===== src/power_ctrl_pkg.sv =====
// Constants, field layout and state codes of the USB port power control logic.
// Assumes one 125 MHz system clock; times are given in ms and turned into cycles.
package power_ctrl_pkg;

  // ----------------------------------------
  // Timing
  // ----------------------------------------
  localparam int unsigned CLK_FREQ_KHZ = 125000;
  localparam int unsigned ATTACH_TIME_MS = 100;
  localparam int unsigned REMOVAL_TIME_MS = 1000;
  localparam int unsigned RETRY_TIME_MS = 10;
  localparam int unsigned ATTACH_CYCLES = ATTACH_TIME_MS * CLK_FREQ_KHZ;
  localparam int unsigned REMOVAL_CYCLES = REMOVAL_TIME_MS * CLK_FREQ_KHZ;
  localparam int unsigned RETRY_CYCLES = RETRY_TIME_MS * CLK_FREQ_KHZ;

  // ----------------------------------------
  // Register offsets (byte addresses)
  // ----------------------------------------
  localparam logic [7:0] OFS_CTRL = 8'h00;
  localparam logic [7:0] OFS_ATT_THR = 8'h04;
  localparam logic [7:0] OFS_REM_THR = 8'h08;
  localparam logic [7:0] OFS_LIMIT = 8'h0c;
  localparam logic [7:0] OFS_STATUS = 8'h10;

  // ----------------------------------------
  // Control fields and reset values
  // ----------------------------------------
  localparam int CTRL_W = 9;
  localparam int C_MODE_A = 0;
  localparam int C_MODE_B = 1;
  localparam int C_EMUL = 2;
  localparam int C_PORT_EN = 3;
  localparam int C_HOST_ACT = 4;
  localparam int C_DETECT_EN = 5;
  localparam int C_LATCH = 6;
  localparam int C_LIMIT_CC = 7;
  localparam int C_DCE_DATA = 8;
  localparam logic [8:0] CTRL_RESET = 9'h000;

  // Thresholds in microamperes
  localparam logic [9:0] ATT_THR_MIN = 10'h0c8;
  localparam logic [9:0] ATT_THR_MAX = 10'h3e8;
  localparam logic [9:0] ATT_THR_DEF = 10'h320;
  localparam logic [9:0] REM_THR_MIN = 10'h064;
  localparam logic [9:0] REM_THR_MAX = 10'h384;
  localparam logic [9:0] REM_THR_DEF = 10'h2bc;
  localparam logic [21:0] LIMIT_DEF = 22'h2dc6c0;

  // Status fields
  localparam int S_ATTACHED = 2;
  localparam int S_FAULT = 3;
  localparam int S_HS_SW = 4;
  localparam int S_POWER = 5;
  localparam int S_CC = 6;

  // Pin vector positions
  localparam int P_MODE_A = 0;
  localparam int P_MODE_B = 1;
  localparam int P_EMUL = 2;
  localparam int P_PORT_EN = 3;
  localparam int P_POL = 4;
  localparam int P_IFSEL = 5;
  localparam int P_LATCH = 6;
  localparam int P_DETECT = 7;

  typedef enum logic [1:0] {
    ST_SLEEP = 2'b00,
    ST_DETECT = 2'b01,
    ST_ACTIVE = 2'b10,
    ST_ERROR = 2'b11
  } power_state_t;

  typedef enum logic [2:0] {
    MODE_NONE = 3'b000,
    MODE_PASS = 3'b001,
    MODE_SDP = 3'b010,
    MODE_CDP = 3'b011,
    MODE_DCP = 3'b100,
    MODE_DCE = 3'b101
  } active_mode_t;

endpackage


===== src/port_power_ctrl.sv =====
// Pin and mode logic of a USB port power controller with a Wishbone register slave.
// Assumes pins are asynchronous; current and comparator inputs come from clk_i logic.
//
// Implementation choices: the Wishbone slave port and the address map.
`timescale 1ns/1ps

//
// Contract
// - Each mode, emulation and enable control is pin level OR register bit.
// - Polarity select decides whether the port enable pin is active high or low.
// - Interface select picks register control or pins-only stand-alone operation; the C_LIMIT_CC register bit still counts in stand-alone.
// - Without enable or any mode control, stay in sleep or detect unless host activates.
// - Stand-alone: shared data pin picks latched or auto-recovery fault handling.
// - Stand-alone: shared clock pin enables attach and removal detection.
// - Active-low open-drain fault flag signals error events.
// - Active-low open-drain attach flag signals a qualified attach.
// - Attach only after current stays above threshold longer than attach time.
// - Removal only after current stays below threshold longer than removal time.
// - Trip mode opens the power switch when current reaches the limit.
// - Constant-current mode keeps running, opens switch when output voltage too low.
// - Five active modes: pass-through, SDP, CDP, DCP, dedicated charger emulation.
// - CDP keeps the high-speed data switch closed.
// - SDP closes the high-speed data switch.
// - Dedicated charger emulation keeps data path open by default.
// - Near thermal limit, limits and limiting mode adjust to cut dissipation.
// - Attach threshold programmable 200 to 1000 uA, default 800 uA.
// - Removal threshold programmable 100 to 900 uA, default 700 uA.
// - Attach flag asserts nominally 100 ms after qualifying attach begins.
module port_power_ctrl #(
  parameter int unsigned ATTACH_CYCLES = power_ctrl_pkg::ATTACH_CYCLES,
  parameter int unsigned REMOVAL_CYCLES = power_ctrl_pkg::REMOVAL_CYCLES,
  parameter int unsigned RETRY_CYCLES = power_ctrl_pkg::RETRY_CYCLES
) (
  // Clock and reset
  input wire logic clk_i,
  input wire logic rst_i,
  // Wishbone slave
  input wire logic wb_cyc_i,
  input wire logic wb_stb_i,
  input wire logic wb_we_i,
  input wire logic [7:0] wb_adr_i,
  input wire logic [3:0] wb_sel_i,
  input wire logic [31:0] wb_dat_i,
  output logic [31:0] wb_dat_o,
  output logic wb_ack_o,
  // Control pins
  input wire logic mode_select_a_i,
  input wire logic mode_select_b_i,
  input wire logic emulation_select_i,
  input wire logic port_switch_enable_i,
  input wire logic polarity_select_i,
  input wire logic interface_select_i,
  input wire logic latch_select_i,
  input wire logic detect_function_enable_i,
  // Port sensing
  input wire logic [21:0] bus_current_i,
  input wire logic vbus_below_min_i,
  input wire logic thermal_near_i,
  // Switches
  output logic power_switch_on_o,
  output logic high_speed_switch_o,
  output logic cc_mode_o,
  // Open-drain flags
  output logic attach_flag_n_o,
  output logic attach_oe_n_o,
  output logic fault_flag_n_o,
  output logic fault_oe_n_o
);
  import power_ctrl_pkg::*;

  // ----------------------------------------
  // Declarations
  // ----------------------------------------
  logic [7:0] pin_meta;
  logic [7:0] pin_sync;
  logic [CTRL_W-1:0] ctrl;
  logic [9:0] att_thr;
  logic [9:0] rem_thr;
  logic [21:0] limit;
  logic fault_latched;
  logic attached;
  logic next_attached;
  logic [31:0] qual_cnt;
  logic [31:0] next_qual;
  power_state_t state;
  power_state_t next_state;

  // Merge write data into a register under the byte lanes
  function automatic logic [31:0] wmerge(input logic [31:0] old, input logic [31:0] nw,
                                         input logic [3:0] sel);
    logic [31:0] r;
    r = old;
    for (int i = 0; i < 4; i++) begin
      if (sel[i]) begin
        r[8*i +: 8] = nw[8*i +: 8];
      end
    end
    return r;
  endfunction

  // Keep a threshold inside its programmable range
  function automatic logic [9:0] clamp(input logic [9:0] v, input logic [9:0] lo,
                                       input logic [9:0] hi);
    if (v < lo) begin
      return lo;
    end
    return (v > hi) ? hi : v;
  endfunction

  // ----------------------------------------
  // Pin synchronisers
  // ----------------------------------------
  // Two stages before any logic reads a pin
  always_ff @(posedge clk_i) begin
    if (rst_i) begin
      pin_meta <= 8'h00;
      pin_sync <= 8'h00;
    end else begin
      pin_meta <= {detect_function_enable_i, latch_select_i, interface_select_i,
                   polarity_select_i, port_switch_enable_i, emulation_select_i,
                   mode_select_b_i, mode_select_a_i};
      pin_sync <= pin_meta;
    end
  end

  // ----------------------------------------
  // Effective controls
  // ----------------------------------------
  // Register bits only count on the register interface; C_LIMIT_CC counts in both
  wire smbus_sel = pin_sync[P_IFSEL];
  wire [CTRL_W-1:0] set_bits = smbus_sel ? ctrl : '0;
  wire port_pin = pin_sync[P_POL] ? pin_sync[P_PORT_EN] : ~pin_sync[P_PORT_EN];
  wire port_en = port_pin | set_bits[C_PORT_EN];
  wire mode_a = pin_sync[P_MODE_A] | set_bits[C_MODE_A];
  wire mode_b = pin_sync[P_MODE_B] | set_bits[C_MODE_B];
  wire emul = pin_sync[P_EMUL] | set_bits[C_EMUL];
  wire host_act = set_bits[C_HOST_ACT];
  wire detect_en = smbus_sel ? ctrl[C_DETECT_EN] : pin_sync[P_DETECT];
  wire latch_mode = smbus_sel ? ctrl[C_LATCH] : pin_sync[P_LATCH];
  wire run_ok = (port_en && (mode_a | mode_b | emul)) || host_act;

  // Active mode decode; emulation picks the charger modes
  wire active_mode_t mode = emul ? (mode_b ? MODE_DCP : MODE_DCE)
                                 : active_mode_t'({1'b0, mode_b, mode_a});
  // Data modes close the switch; charger modes only when software allows
  wire hs_mode = (mode == MODE_PASS) || (mode == MODE_SDP) || (mode == MODE_CDP)
                 || (((mode == MODE_DCE) || (mode == MODE_DCP)) && set_bits[C_DCE_DATA]);

  // ----------------------------------------
  // Current limiting
  // ----------------------------------------
  // Halved limit and soft limiting near the thermal limit trade power for heat
  wire cc_eff = ctrl[C_LIMIT_CC] | thermal_near_i;
  wire [21:0] eff_limit = thermal_near_i ? {1'b0, limit[21:1]} : limit;
  wire trip_hit = !cc_eff && (bus_current_i >= eff_limit);
  wire cc_hit = cc_eff && vbus_below_min_i;
  wire fault_event = (state == ST_ACTIVE) && (trip_hit || cc_hit);

  // ----------------------------------------
  // Attach and removal qualification
  // ----------------------------------------
  wire attach_cond = (state == ST_DETECT) && (bus_current_i > {12'h000, att_thr});
  wire remove_cond = (state == ST_ACTIVE) && detect_en
                     && (bus_current_i < {12'h000, rem_thr});
  wire attach_hit = attach_cond && (qual_cnt == ATTACH_CYCLES);
  wire remove_hit = remove_cond && (qual_cnt == REMOVAL_CYCLES);
  wire retry_done = (state == ST_ERROR) && (qual_cnt == RETRY_CYCLES);
  wire err_leave = latch_mode ? (!fault_latched || !run_ok) : retry_done;
  wire qual_cond = attach_cond || remove_cond || (state == ST_ERROR);

  // Any lapse of the condition or change of state starts over
  assign next_qual = (qual_cond && (next_state == state)) ? qual_cnt + 32'h1 : 32'h0;
  assign next_attached = (attached || attach_hit) && !remove_hit
                         && (next_state != ST_SLEEP);

  // ----------------------------------------
  // Power state
  // ----------------------------------------
  always_comb begin
    next_state = state;
    case (state)
      ST_SLEEP, ST_DETECT: begin
        if (!run_ok) begin
          next_state = detect_en ? ST_DETECT : ST_SLEEP;
        end else if (!detect_en || attach_hit) begin
          next_state = ST_ACTIVE;
        end else begin
          next_state = ST_DETECT;
        end
      end
      ST_ACTIVE: begin
        if (fault_event) begin
          next_state = ST_ERROR;
        end else if (!run_ok) begin
          next_state = detect_en ? ST_DETECT : ST_SLEEP;
        end else if (remove_hit) begin
          next_state = ST_DETECT;
        end
      end
      ST_ERROR: begin
        if (err_leave) begin
          next_state = ST_SLEEP;
        end
      end
      default: next_state = ST_SLEEP;
    endcase
  end

  // State, timer and flags
  always_ff @(posedge clk_i) begin
    if (rst_i) begin
      state <= ST_SLEEP;
      qual_cnt <= 32'h0;
      attached <= 1'b0;
    end else begin
      state <= next_state;
      qual_cnt <= next_qual;
      attached <= next_attached;
    end
  end

  // Switch and flag outputs registered from next values so they track the state exactly; cc_mode_o follows cc_eff
  always_ff @(posedge clk_i) begin
    if (rst_i) begin
      power_switch_on_o <= 1'b0;
      high_speed_switch_o <= 1'b0;
      cc_mode_o <= 1'b0;
      attach_flag_n_o <= 1'b0;
      attach_oe_n_o <= 1'b1;
      fault_flag_n_o <= 1'b0;
      fault_oe_n_o <= 1'b1;
    end else begin
      power_switch_on_o <= (next_state == ST_ACTIVE);
      high_speed_switch_o <= (next_state == ST_ACTIVE) && hs_mode;
      cc_mode_o <= cc_eff;
      attach_flag_n_o <= 1'b0;
      attach_oe_n_o <= !next_attached;
      fault_flag_n_o <= 1'b0;
      fault_oe_n_o <= (next_state != ST_ERROR);
    end
  end

  // ----------------------------------------
  // Wishbone slave
  // ----------------------------------------
  // One wait state; writes land on the ack edge, unmapped reads return zero
  wire wb_req = wb_cyc_i && wb_stb_i;
  wire wr_en = wb_req && wb_we_i && wb_ack_o;
  wire [7:0] word_adr = {wb_adr_i[7:2], 2'b00};
  wire wr_ctrl = wr_en && (word_adr == OFS_CTRL);
  wire wr_att = wr_en && (word_adr == OFS_ATT_THR);
  wire wr_rem = wr_en && (word_adr == OFS_REM_THR);
  wire wr_lim = wr_en && (word_adr == OFS_LIMIT);
  wire fault_clr = wr_en && (word_adr == OFS_STATUS) && wb_sel_i[0] && wb_dat_i[S_FAULT];
  wire [31:0] status = {25'h0, cc_mode_o, power_switch_on_o, high_speed_switch_o,
                        fault_latched, attached, state};
  wire [31:0] m_ctrl = wmerge({23'h0, ctrl}, wb_dat_i, wb_sel_i);
  wire [31:0] m_att = wmerge({22'h0, att_thr}, wb_dat_i, wb_sel_i);
  wire [31:0] m_rem = wmerge({22'h0, rem_thr}, wb_dat_i, wb_sel_i);
  wire [31:0] m_lim = wmerge({10'h0, limit}, wb_dat_i, wb_sel_i);
  wire [31:0] rd_mux = (word_adr == OFS_CTRL) ? {23'h0, ctrl} :
                       (word_adr == OFS_ATT_THR) ? {22'h0, att_thr} :
                       (word_adr == OFS_REM_THR) ? {22'h0, rem_thr} :
                       (word_adr == OFS_LIMIT) ? {10'h0, limit} :
                       (word_adr == OFS_STATUS) ? status : 32'h0;

  // Bus handshake and read data
  always_ff @(posedge clk_i) begin
    if (rst_i) begin
      wb_ack_o <= 1'b0;
      wb_dat_o <= 32'h0;
    end else begin
      wb_ack_o <= wb_req && !wb_ack_o;
      wb_dat_o <= (wb_req && !wb_ack_o) ? rd_mux : 32'h0;
    end
  end

  // Registers; a new fault beats a clear in the same cycle
  always_ff @(posedge clk_i) begin
    if (rst_i) begin
      ctrl <= CTRL_RESET;
      att_thr <= ATT_THR_DEF;
      rem_thr <= REM_THR_DEF;
      limit <= LIMIT_DEF;
      fault_latched <= 1'b0;
    end else begin
      if (wr_ctrl) ctrl <= m_ctrl[CTRL_W-1:0];
      if (wr_att) att_thr <= clamp(m_att[9:0], ATT_THR_MIN, ATT_THR_MAX);
      if (wr_rem) rem_thr <= clamp(m_rem[9:0], REM_THR_MIN, REM_THR_MAX);
      if (wr_lim) limit <= m_lim[21:0];
      fault_latched <= fault_event || (fault_latched && !fault_clr);
    end
  end
endmodule // port_power_ctrl


===== config.mk =====
export PLATFORM = sky130hd
export DESIGN_NAME = port_power_ctrl
export DESIGN_NICKNAME = d
export VERILOG_FILES = /design/src/power_ctrl_pkg.sv /design/src/port_power_ctrl.sv
export SDC_FILE = /design/constraint.sdc
export NUM_CORES = 1
export LEC_CHECK = 0
export ABC_CLOCK_PERIOD_IN_PS = 6560
export BUFFER_PORTS_ARGS = -buffer_cell sky130_fd_sc_hd__buf_2
export CAP_MARGIN = 0
export CORE_ASPECT_RATIO = 2
export CORE_MARGIN = 2
export CORE_UTILIZATION = 50
export CTS_CLUSTER_SIZE = 10
export DETAILED_ROUTE_END_ITERATION = 10
export GPL_ROUTABILITY_DRIVEN = 0
export HOLD_SLACK_MARGIN = 0.15
export PLACE_DENSITY = 0.71
export SLEW_MARGIN = 10
export SYNTH_ARGS = -nofsm -noshare
export SYNTH_HDL_FRONTEND = slang
export SYNTH_SLANG_ARGS = --single-unit

===== constraint.sdc =====
create_clock -name clk_i -period 6.56 [get_ports clk_i]
set_input_delay 0.984 -clock clk_i [delete_from_list [all_inputs] [get_ports clk_i]]
set_output_delay 0.984 -clock clk_i [all_outputs]
set_load 0.01 [all_outputs]

==> results of run 1 <==
stage by stage:
step	instances	instance area [sq um]	setup slack [ns]	power, W
6_report	1064	7950	2.55	0.00190
5_1_grt	1064	7950	2.32	0.00196
4_1_cts	1064	7950	2.56	0.00191
3_5_place_dp	1032	7360	2.12	0.000974
3_3_place_gp	1032	7360	2.17	0.000972
2_1_floorplan	822	6880	2.66	0.000924
where the power goes:
group	switching, W	internal (W)	total (W)	leakage, nW
sequential	0.00000484	0.000803	0.000808	1.06
clock	0.000405	0.000541	0.000945	0.287
combinational	0.0000987	0.0000519	0.000151	1.99
layout make-up:
cell class / count / area share
clock buffers: 17 / 0.0535
clock inverters: 15 / 0.0209
inverters: 34 / 0.0161
multi-input cells: 612 / 0.491
flip-flops and latches: 131 / 0.330
well taps: 155 / 0.0244
repair buffers: 100 / 0.0645
routing by layer:
layer | up-vias | routed length (um) | track usage
li1 | 3071 | - | -
met1 | 2995 | 6970 | 0.275
met2 | 225 | 10600 | 0.496
met3 | 84 | 750 | 0.0423
met4 | 0 | 1410 | 0.198
met5 | - | 0 | 0
cells in the mapped netlist (4+ instances only):
cell and n:
inv_1 33, nor3_1 42, a222oi_1 4, a22oi_1 7, a21oi_1 42, and2_1 18
o211ai_1 8, and3_1 9, a211oi_1 6, nor2_1 58, nand2_1 82, dfxtp_1 131
nand3_1 62, mux2i_1 38, or3_1 6, buf_4 12, clkbuf_1 27, o21ai_0 33
xor2_1 25, xnor2_1 5, nor4_1 11, nand2b_1 8, a221oi_1 4, ha_1 43
nand4_1 19, nor2b_1 17
state kept, by name (all words and copies together) (netlist names), 2 cells and up:
| signal | count |
|---|---|
| wb_dat_o | 22 |
| limit | 22 |
| pin_meta | 8 |
| state | 2 |
| att_thr | 10 |
| pin_sync | 8 |
| ctrl | 9 |
| rem_thr | 10 |
| qual_cnt | 32 |
cells by family (layout without fill, tap and decap cells):
group | after synthesis | count (layout) | synth area share
compound gates | 137 | 137 | 0.129
xor+xnor | 30 | 30 | 0.0384
fa+ha+maj | 43 | 43 | 0.0786
buf+inv | 79 | 166 | 0.0532
flops | 131 | 131 | 0.383
mux | 40 | 40 | 0.0594
other cells | 1 | 12 | 0.000548
simple gates | 350 | 350 | 0.258
path summary, 6_finish.rpt:
check                 start     endpoint  slack (ns)  cells after the start
max          thermal_near_i  qual_cnt[7]        2.55                     11
min             pin_meta[4]  pin_sync[4]        0.43                      1
max reg2reg       limit[21]  qual_cnt[7]        3.32                     10
min reg2reg     pin_meta[4]  pin_sync[4]        0.43                      1
==> key figures, run 1 <==
Critical path
  • Worst Setup Start Kind: primary input
  • Critical Path, Cell by Cell: buf_2 > mux2i_1 > ha_1 > nand4_1 > nor4_1 > o2111ai_1 > a21oi_1 > o221ai_1 > nand3_1 > mux2_4 > nor3_1
  • Worst setup path category: in -> reg
  • Crit Path Max Fanout: 32
  • Required time worst endpoint: ~7 ns
  • Worst EP arrival: approximately 4.3 ns
  • Type of destination of the critical path: flop
  • Crit path buf inv count: 1
  • Library cell contributing the largest single delay on the critical path: nor4_1
  • Slowest stage delay, CP: between 0.5 and 0.6 ns
  • Dominant delay contributor by cell family on the critical path: simple AND/OR/NAND/NOR gates

Global routing
  • Number of global-route vias before repair: just over 6000
  • All-layer global routing usage: 0.274
  • Wire length of the first global-routing pass: roughly 31000 um
  • Number of antenna violations at the first check in global routing: 0
  • Final global-route overflow total: 0
  • Pin count of the biggest net entering global routing: 58

Power
  • Static power due to leakage: approximately 3.3 nW
  • Highest ir drop seen on vdd: about 0.18 mV
  • PD cells: ~240 nW/um^2

Timing
  • RSZ-0062 raised after global routing: false
  • Slew at the pin closest to its max-slew limit: ~1.2 ns
  • Fraction of the cycle the final worst path needs: 0.611
  • Number of hold violations in the final report: 0
  • Slew Limit Headroom: 0.207
  • Finish-stage setup viols: 0
  • Peak Freq: roughly 250 MHz
  • Final sum of negative setup slack: 0 ns
  • Final Slew Violations: 0
  • Post-route clock skew: approximately 0.01 ns
  • Post-layout minimum cycle time: between 4 and 5 ns
  • Worst slack on hold paths: 0.435 ns

Route
  • Detailed Routing Iterations Pass 1: 7
  • Total DRC errors in the routed layout: 0
  • Antenna Violating Nets Remaining: 0
  • Wirelength per Cell: around 19 um
  • Number of vias after detailed routing: about 6400
  • Via count normalized by instance count: about 6.0
  • Number of DRC markers after the initial detailed-route iteration: 376
  • Detailed Route WL: ~20000 um

Clocking
  • TritonCTS sink count: between 100 and 150
  • Hold buffer count at cts: 0
  • Num CTS Buffers: 17
  • Total of cells resized after clock tree synthesis: 0
  • Longest Clk Path Bufs: 2
  • # Post-CTS Setup Buffers: 0
  • Cell chosen for the clock root: clkbuf_16
  • Deepest level of the CTS H-tree: 4
  • Clock latency on the worst-skew pair: 0.42 ns
  • CTS tree: built
  • CTS clk-pin slew, worst paths: around 0.070 ns

Placement
  • Detailed placement HPWL: 15100 um
  • Count of port buffers added during placement: 95

Finish
  • Fillcell total: ~1200
  • Count of inserted antenna diode cells: 0
  • Most frequent cells in the layout: 131 x dfxtp_1, 95 x buf_2, 82 x nand2_1, 62 x nand3_1, 58 x nor2_1
  • Commonest non-fill, non-tap cell in the layout: dfxtp_1
  • Area occupied by multi-input gates: roughly 4000 sq um
  • Layout net count: slightly above 1000
  • Layout Area Growth over Synthesis: 16.2%
  • Sequential cell area: roughly 2600 sq um
  • Layout cells sized above 1: 0.156
  • Share of the core filled with cells in the final layout: 0.592

Die
  • Floorplan Core Area: around 13000 sq um
  • Chip height: around 170 um
  • Initial Util: 0.509
  • Die width: slightly below 90 um
  • Row Count: 60
  • Overall die area: ~15000 sq um
  • Ports: about 120

Yosys
  • Post-synthesis instance area: between 6000 and 7000 sq um
  • Part of the Yosys area used for sequential elements: 0.383
  • Cell taking the most area after synthesis: dfxtp_1
  • Largest cells by area after synthesis: dfxtp_1 38%, ha_1 7.9%, mux2i_1 5.6%
  • Number of distinct standard cells referenced by the synthesized netlist: between 60 and 70
  • Post-Syn Instances: between 800 and 900
  • Number of enable flip-flop cells after synthesis: 0
  • Count of warnings emitted by yosys: 0
  • Top_reg_cell synth: dfxtp_1
  • Async set or reset register ratio after synthesis: 0
  • Average cell area after synthesis: between 8 and 9 sq um
  • Synth Register Bits: approximately 130
  • Area share of the largest cell type after synthesis: 0.383

Flow run
  • # Max-Cap Violations: 0

Run status
  • Status: complete, no violations

Min path
  • Type of the worst min-delay path: reg -> reg
Power figures use the tool's default switching activity.
==> run 2, diff against run 1 <==
ABC_CLOCK_PERIOD_IN_PS = 3700   (was 6560)
clock period = 3.7 ns   (was 6.56 ns; I/O delays follow)
==> key figures, run 2 (synthesis gave the netlist of run 1 again) <==
Run status
  • Status: complete, no violations

Timing
  • Post-route clock skew: 0.0101 ns (+0.000361 ns)
  • Slew Limit Headroom: 0.447 (+0.240)
  • Finish-stage setup viols: 0 (unchanged)
  • Number of hold violations in the final report: 0 (unchanged)
  • Peak Freq: 321 MHz
  • Final Slew Violations: 0 (unchanged)
  • RSZ-0062 raised after global routing: false
  • Post-layout minimum cycle time: about 3.1 ns
  • Fraction of the cycle the final worst path needs: 0.843
  • Slew at the pin closest to its max-slew limit: 0.825 ns (-0.353 ns)
  • Final sum of negative setup slack: 0 ns (unchanged)

Route
  • Wirelength per Cell: 18.5 um (-0.13%)
  • Total DRC errors in the routed layout: 0 (unchanged)
  • Antenna Violating Nets Remaining: 0 (unchanged)
  • Detailed Routing Iterations Pass 1: 5 (-2)
  • Detailed Route WL: 19800 um (+0.34%)
  • Number of DRC markers after the initial detailed-route iteration: 321 (-15%)
  • Number of vias after detailed routing: 6399 (+0.38%)
  • Via count normalized by instance count: 5.99 (about the same)

Critical path
  • R2R setup slack: 0.66 ns (-2.66 ns)
  • Beginning of the worst register-to-register path: qual_cnt[2]
  • Worst setup path category: in -> reg
  • Type of destination of the critical path: flop
  • Crit Path Max Fanout: 32 (unchanged)
  • Worst Setup Start Kind: primary input
  • Critical Path End: qual_cnt[14]
  • Worst EP arrival: 3.45 ns (-0.85 ns)
  • FF-to-FF path depth: 7 (-3)
  • Capture instance of the worst register-to-register path: qual_cnt[14]
  • Worst setup path startpoint: thermal_near_i
  • Required time worst endpoint: 4.03 ns (-2.82 ns)

Die
  • Row Count: 60 (unchanged)
  • Ports: 121 (unchanged)
  • Die width: 86.7 um (unchanged)
  • Floorplan Core Area: 13400 sq um (unchanged)
  • Initial Util: 0.509 (unchanged)
  • Chip height: 169 um (unchanged)
  • Overall die area: 14700 sq um (unchanged)

Global routing
  • Number of antenna violations at the first check in global routing: 0 (unchanged)
  • Number of global-route vias before repair: 6439 (+4.4%)
  • Final global-route overflow total: 0 (unchanged)
  • All-layer global routing usage: 0.278 (+0.00342)
  • Pin count of the biggest net entering global routing: 57 (-1.7%)
  • Wire length of the first global-routing pass: 31500 um (+1.2%)

Power
  • Static power due to leakage: 3.34 nW (+0.28%)
  • PD cells: 420 nW/um^2 (+75%)
  • Part of the power in combinational logic: 0.080 (about the same)
  • Internal power contribution: 0.00246 W (+76%)
  • Sequential power share: 0.428 (+0.004)
  • Switching share of power: 0.264 (-0.00273)
  • Clock network fraction of design power: 0.491 (-0.006)
  • Switching power: 0.000884 W (+74%)
  • Highest ir drop seen on vdd: 0.311 mV (+69%)

Finish
  • Most frequent cells in the layout: 131 x dfxtp_1, 95 x buf_2, 82 x nand2_1, 62 x nand3_1, 58 x nor2_1
  • Share of the core filled with cells in the final layout: 0.593 (+0.000931)
  • Flip-flop count of the largest register after layout: 32 (unchanged)
  • Post-route non-filler standard cell count: 1069 (+0.47%)
  • Most flop-heavy register: qual_cnt
  • Fillcell total: 1267 (+2.0%)
  • Area occupied by multi-input gates: 3900 sq um (unchanged)
  • Layout net count: 1024 (+0.39%)
  • Commonest non-fill, non-tap cell in the layout: dfxtp_1
  • Registers with the most flip-flops: qual_cnt (32), limit (22), wb_dat_o (22)
  • Sequential cell area: 2620 sq um (unchanged)
  • Layout cells sized above 1: 0.159 (+0.00260)
  • Layout Area Growth over Synthesis: 16.4%

Flow run
  • # Max-Cap Violations: 0 (unchanged)

Clocking
  • CTS tree: built
  • # Post-CTS Setup Buffers: 0 (unchanged)
  • Longest Clk Path Bufs: 2 (unchanged)
  • CTS clk-pin slew, worst paths: 0.06 ns (about the same)
  • Deepest level of the CTS H-tree: 4 (unchanged)
  • Cell chosen for the clock root: clkbuf_16
  • Total of cells resized after clock tree synthesis: 0 (unchanged)
  • Clock latency on the worst-skew pair: 0.42 ns (about the same)
  • TritonCTS sink count: 131 (unchanged)
  • Hold buffer count at cts: 0 (unchanged)
  • Num CTS Buffers: 17 (unchanged)

Placement
  • Count of port buffers added during placement: 95 (unchanged)
  • Number of placed instances, taps included: 1036 (+0.39%)
  • Detailed placement HPWL: 15200 um (+0.49%)

Min path
  • Worst Hold Launch: mode_select_b_i
  • Type of the worst min-delay path: in -> reg
## run 2: cell types whose count changed in the layout (fill, tap and decap cells not counted), sizes merged
cell,delta
clkbuf,+1
buf,+4
inv,-1
diode,+1
## run 2: layout make-up
| class | count | share of cell area |
|---|---|---|
| antenna | 1 | 0.000314 |
| clock buffer | 18 | 0.0539 |
| clock inverter | 14 | 0.0179 |
| inverter | 34 | 0.0160 |
| multi-input combinational | 612 | 0.490 |
| sequential | 131 | 0.329 |
| tap | 155 | 0.0244 |
| timing repair buffer | 104 | 0.0682 |
## run 2: worst min-delay path by stage
stage | cells after the start | slack, ns | to
3_3_place_gp | 1 | 0.42 | pin_sync[4]
5_1_grt | 2 | 0.34 | pin_meta[7]
2_1_floorplan | 1 | 0.41 | pin_sync[0]
4_1_cts | 2 | 0.33 | pin_meta[1]
6_report | 2 | 0.34 | pin_meta[1]
3_5_place_dp | 1 | 0.42 | pin_sync[5]
## run 2: layer usage
metal,wire length (um),up-vias,share of wire,track usage
met5,0,-,0,0
met4,1430,0,0.072,0.199
met3,818,88,0.041,0.0496
met2,10700,236,0.54,0.504
met1,6880,3014,0.35,0.272
li1,-,3061,-,-
## run 2: worst max-delay path: stages
cell	delay, ns
buf_2	0.37
mux2_2	0.39
ha_1	0.27
nand2b_1	0.15
a211o_1	0.29
o2111ai_1	0.13
a21oi_1	0.17
o221ai_1	0.28
nand3_1	0.12
mux2_4	0.42
nor4_1	0.29
## run 2: per-stage QoR
step	instance area [sq um]	hold WS [ns]	total power [W]	setup slack, ns
2_1_floorplan	6880	0.414	0.00164	0.226
3_3_place_gp	7390	0.417	0.00173	0.267
3_5_place_dp	7390	0.420	0.00173	0.206
4_1_cts	7960	0.333	0.00336	0.615
5_1_grt	7960	0.336	0.00345	0.386
6_report	7960	0.335	0.00335	0.582
## run 2: power by group through the flow
stage / logic (W) / clock network [W] / registers, W
after floorplan: 0.000177 / 0 / 0.00146
after global placement: 0.000262 / 0 / 0.00146
after detailed placement: 0.000266 / 0 / 0.00146
after CTS: 0.000268 / 0.00166 / 0.00143
after global routing: 0.000296 / 0.00173 / 0.00143
final: 0.000269 / 0.00164 / 0.00143
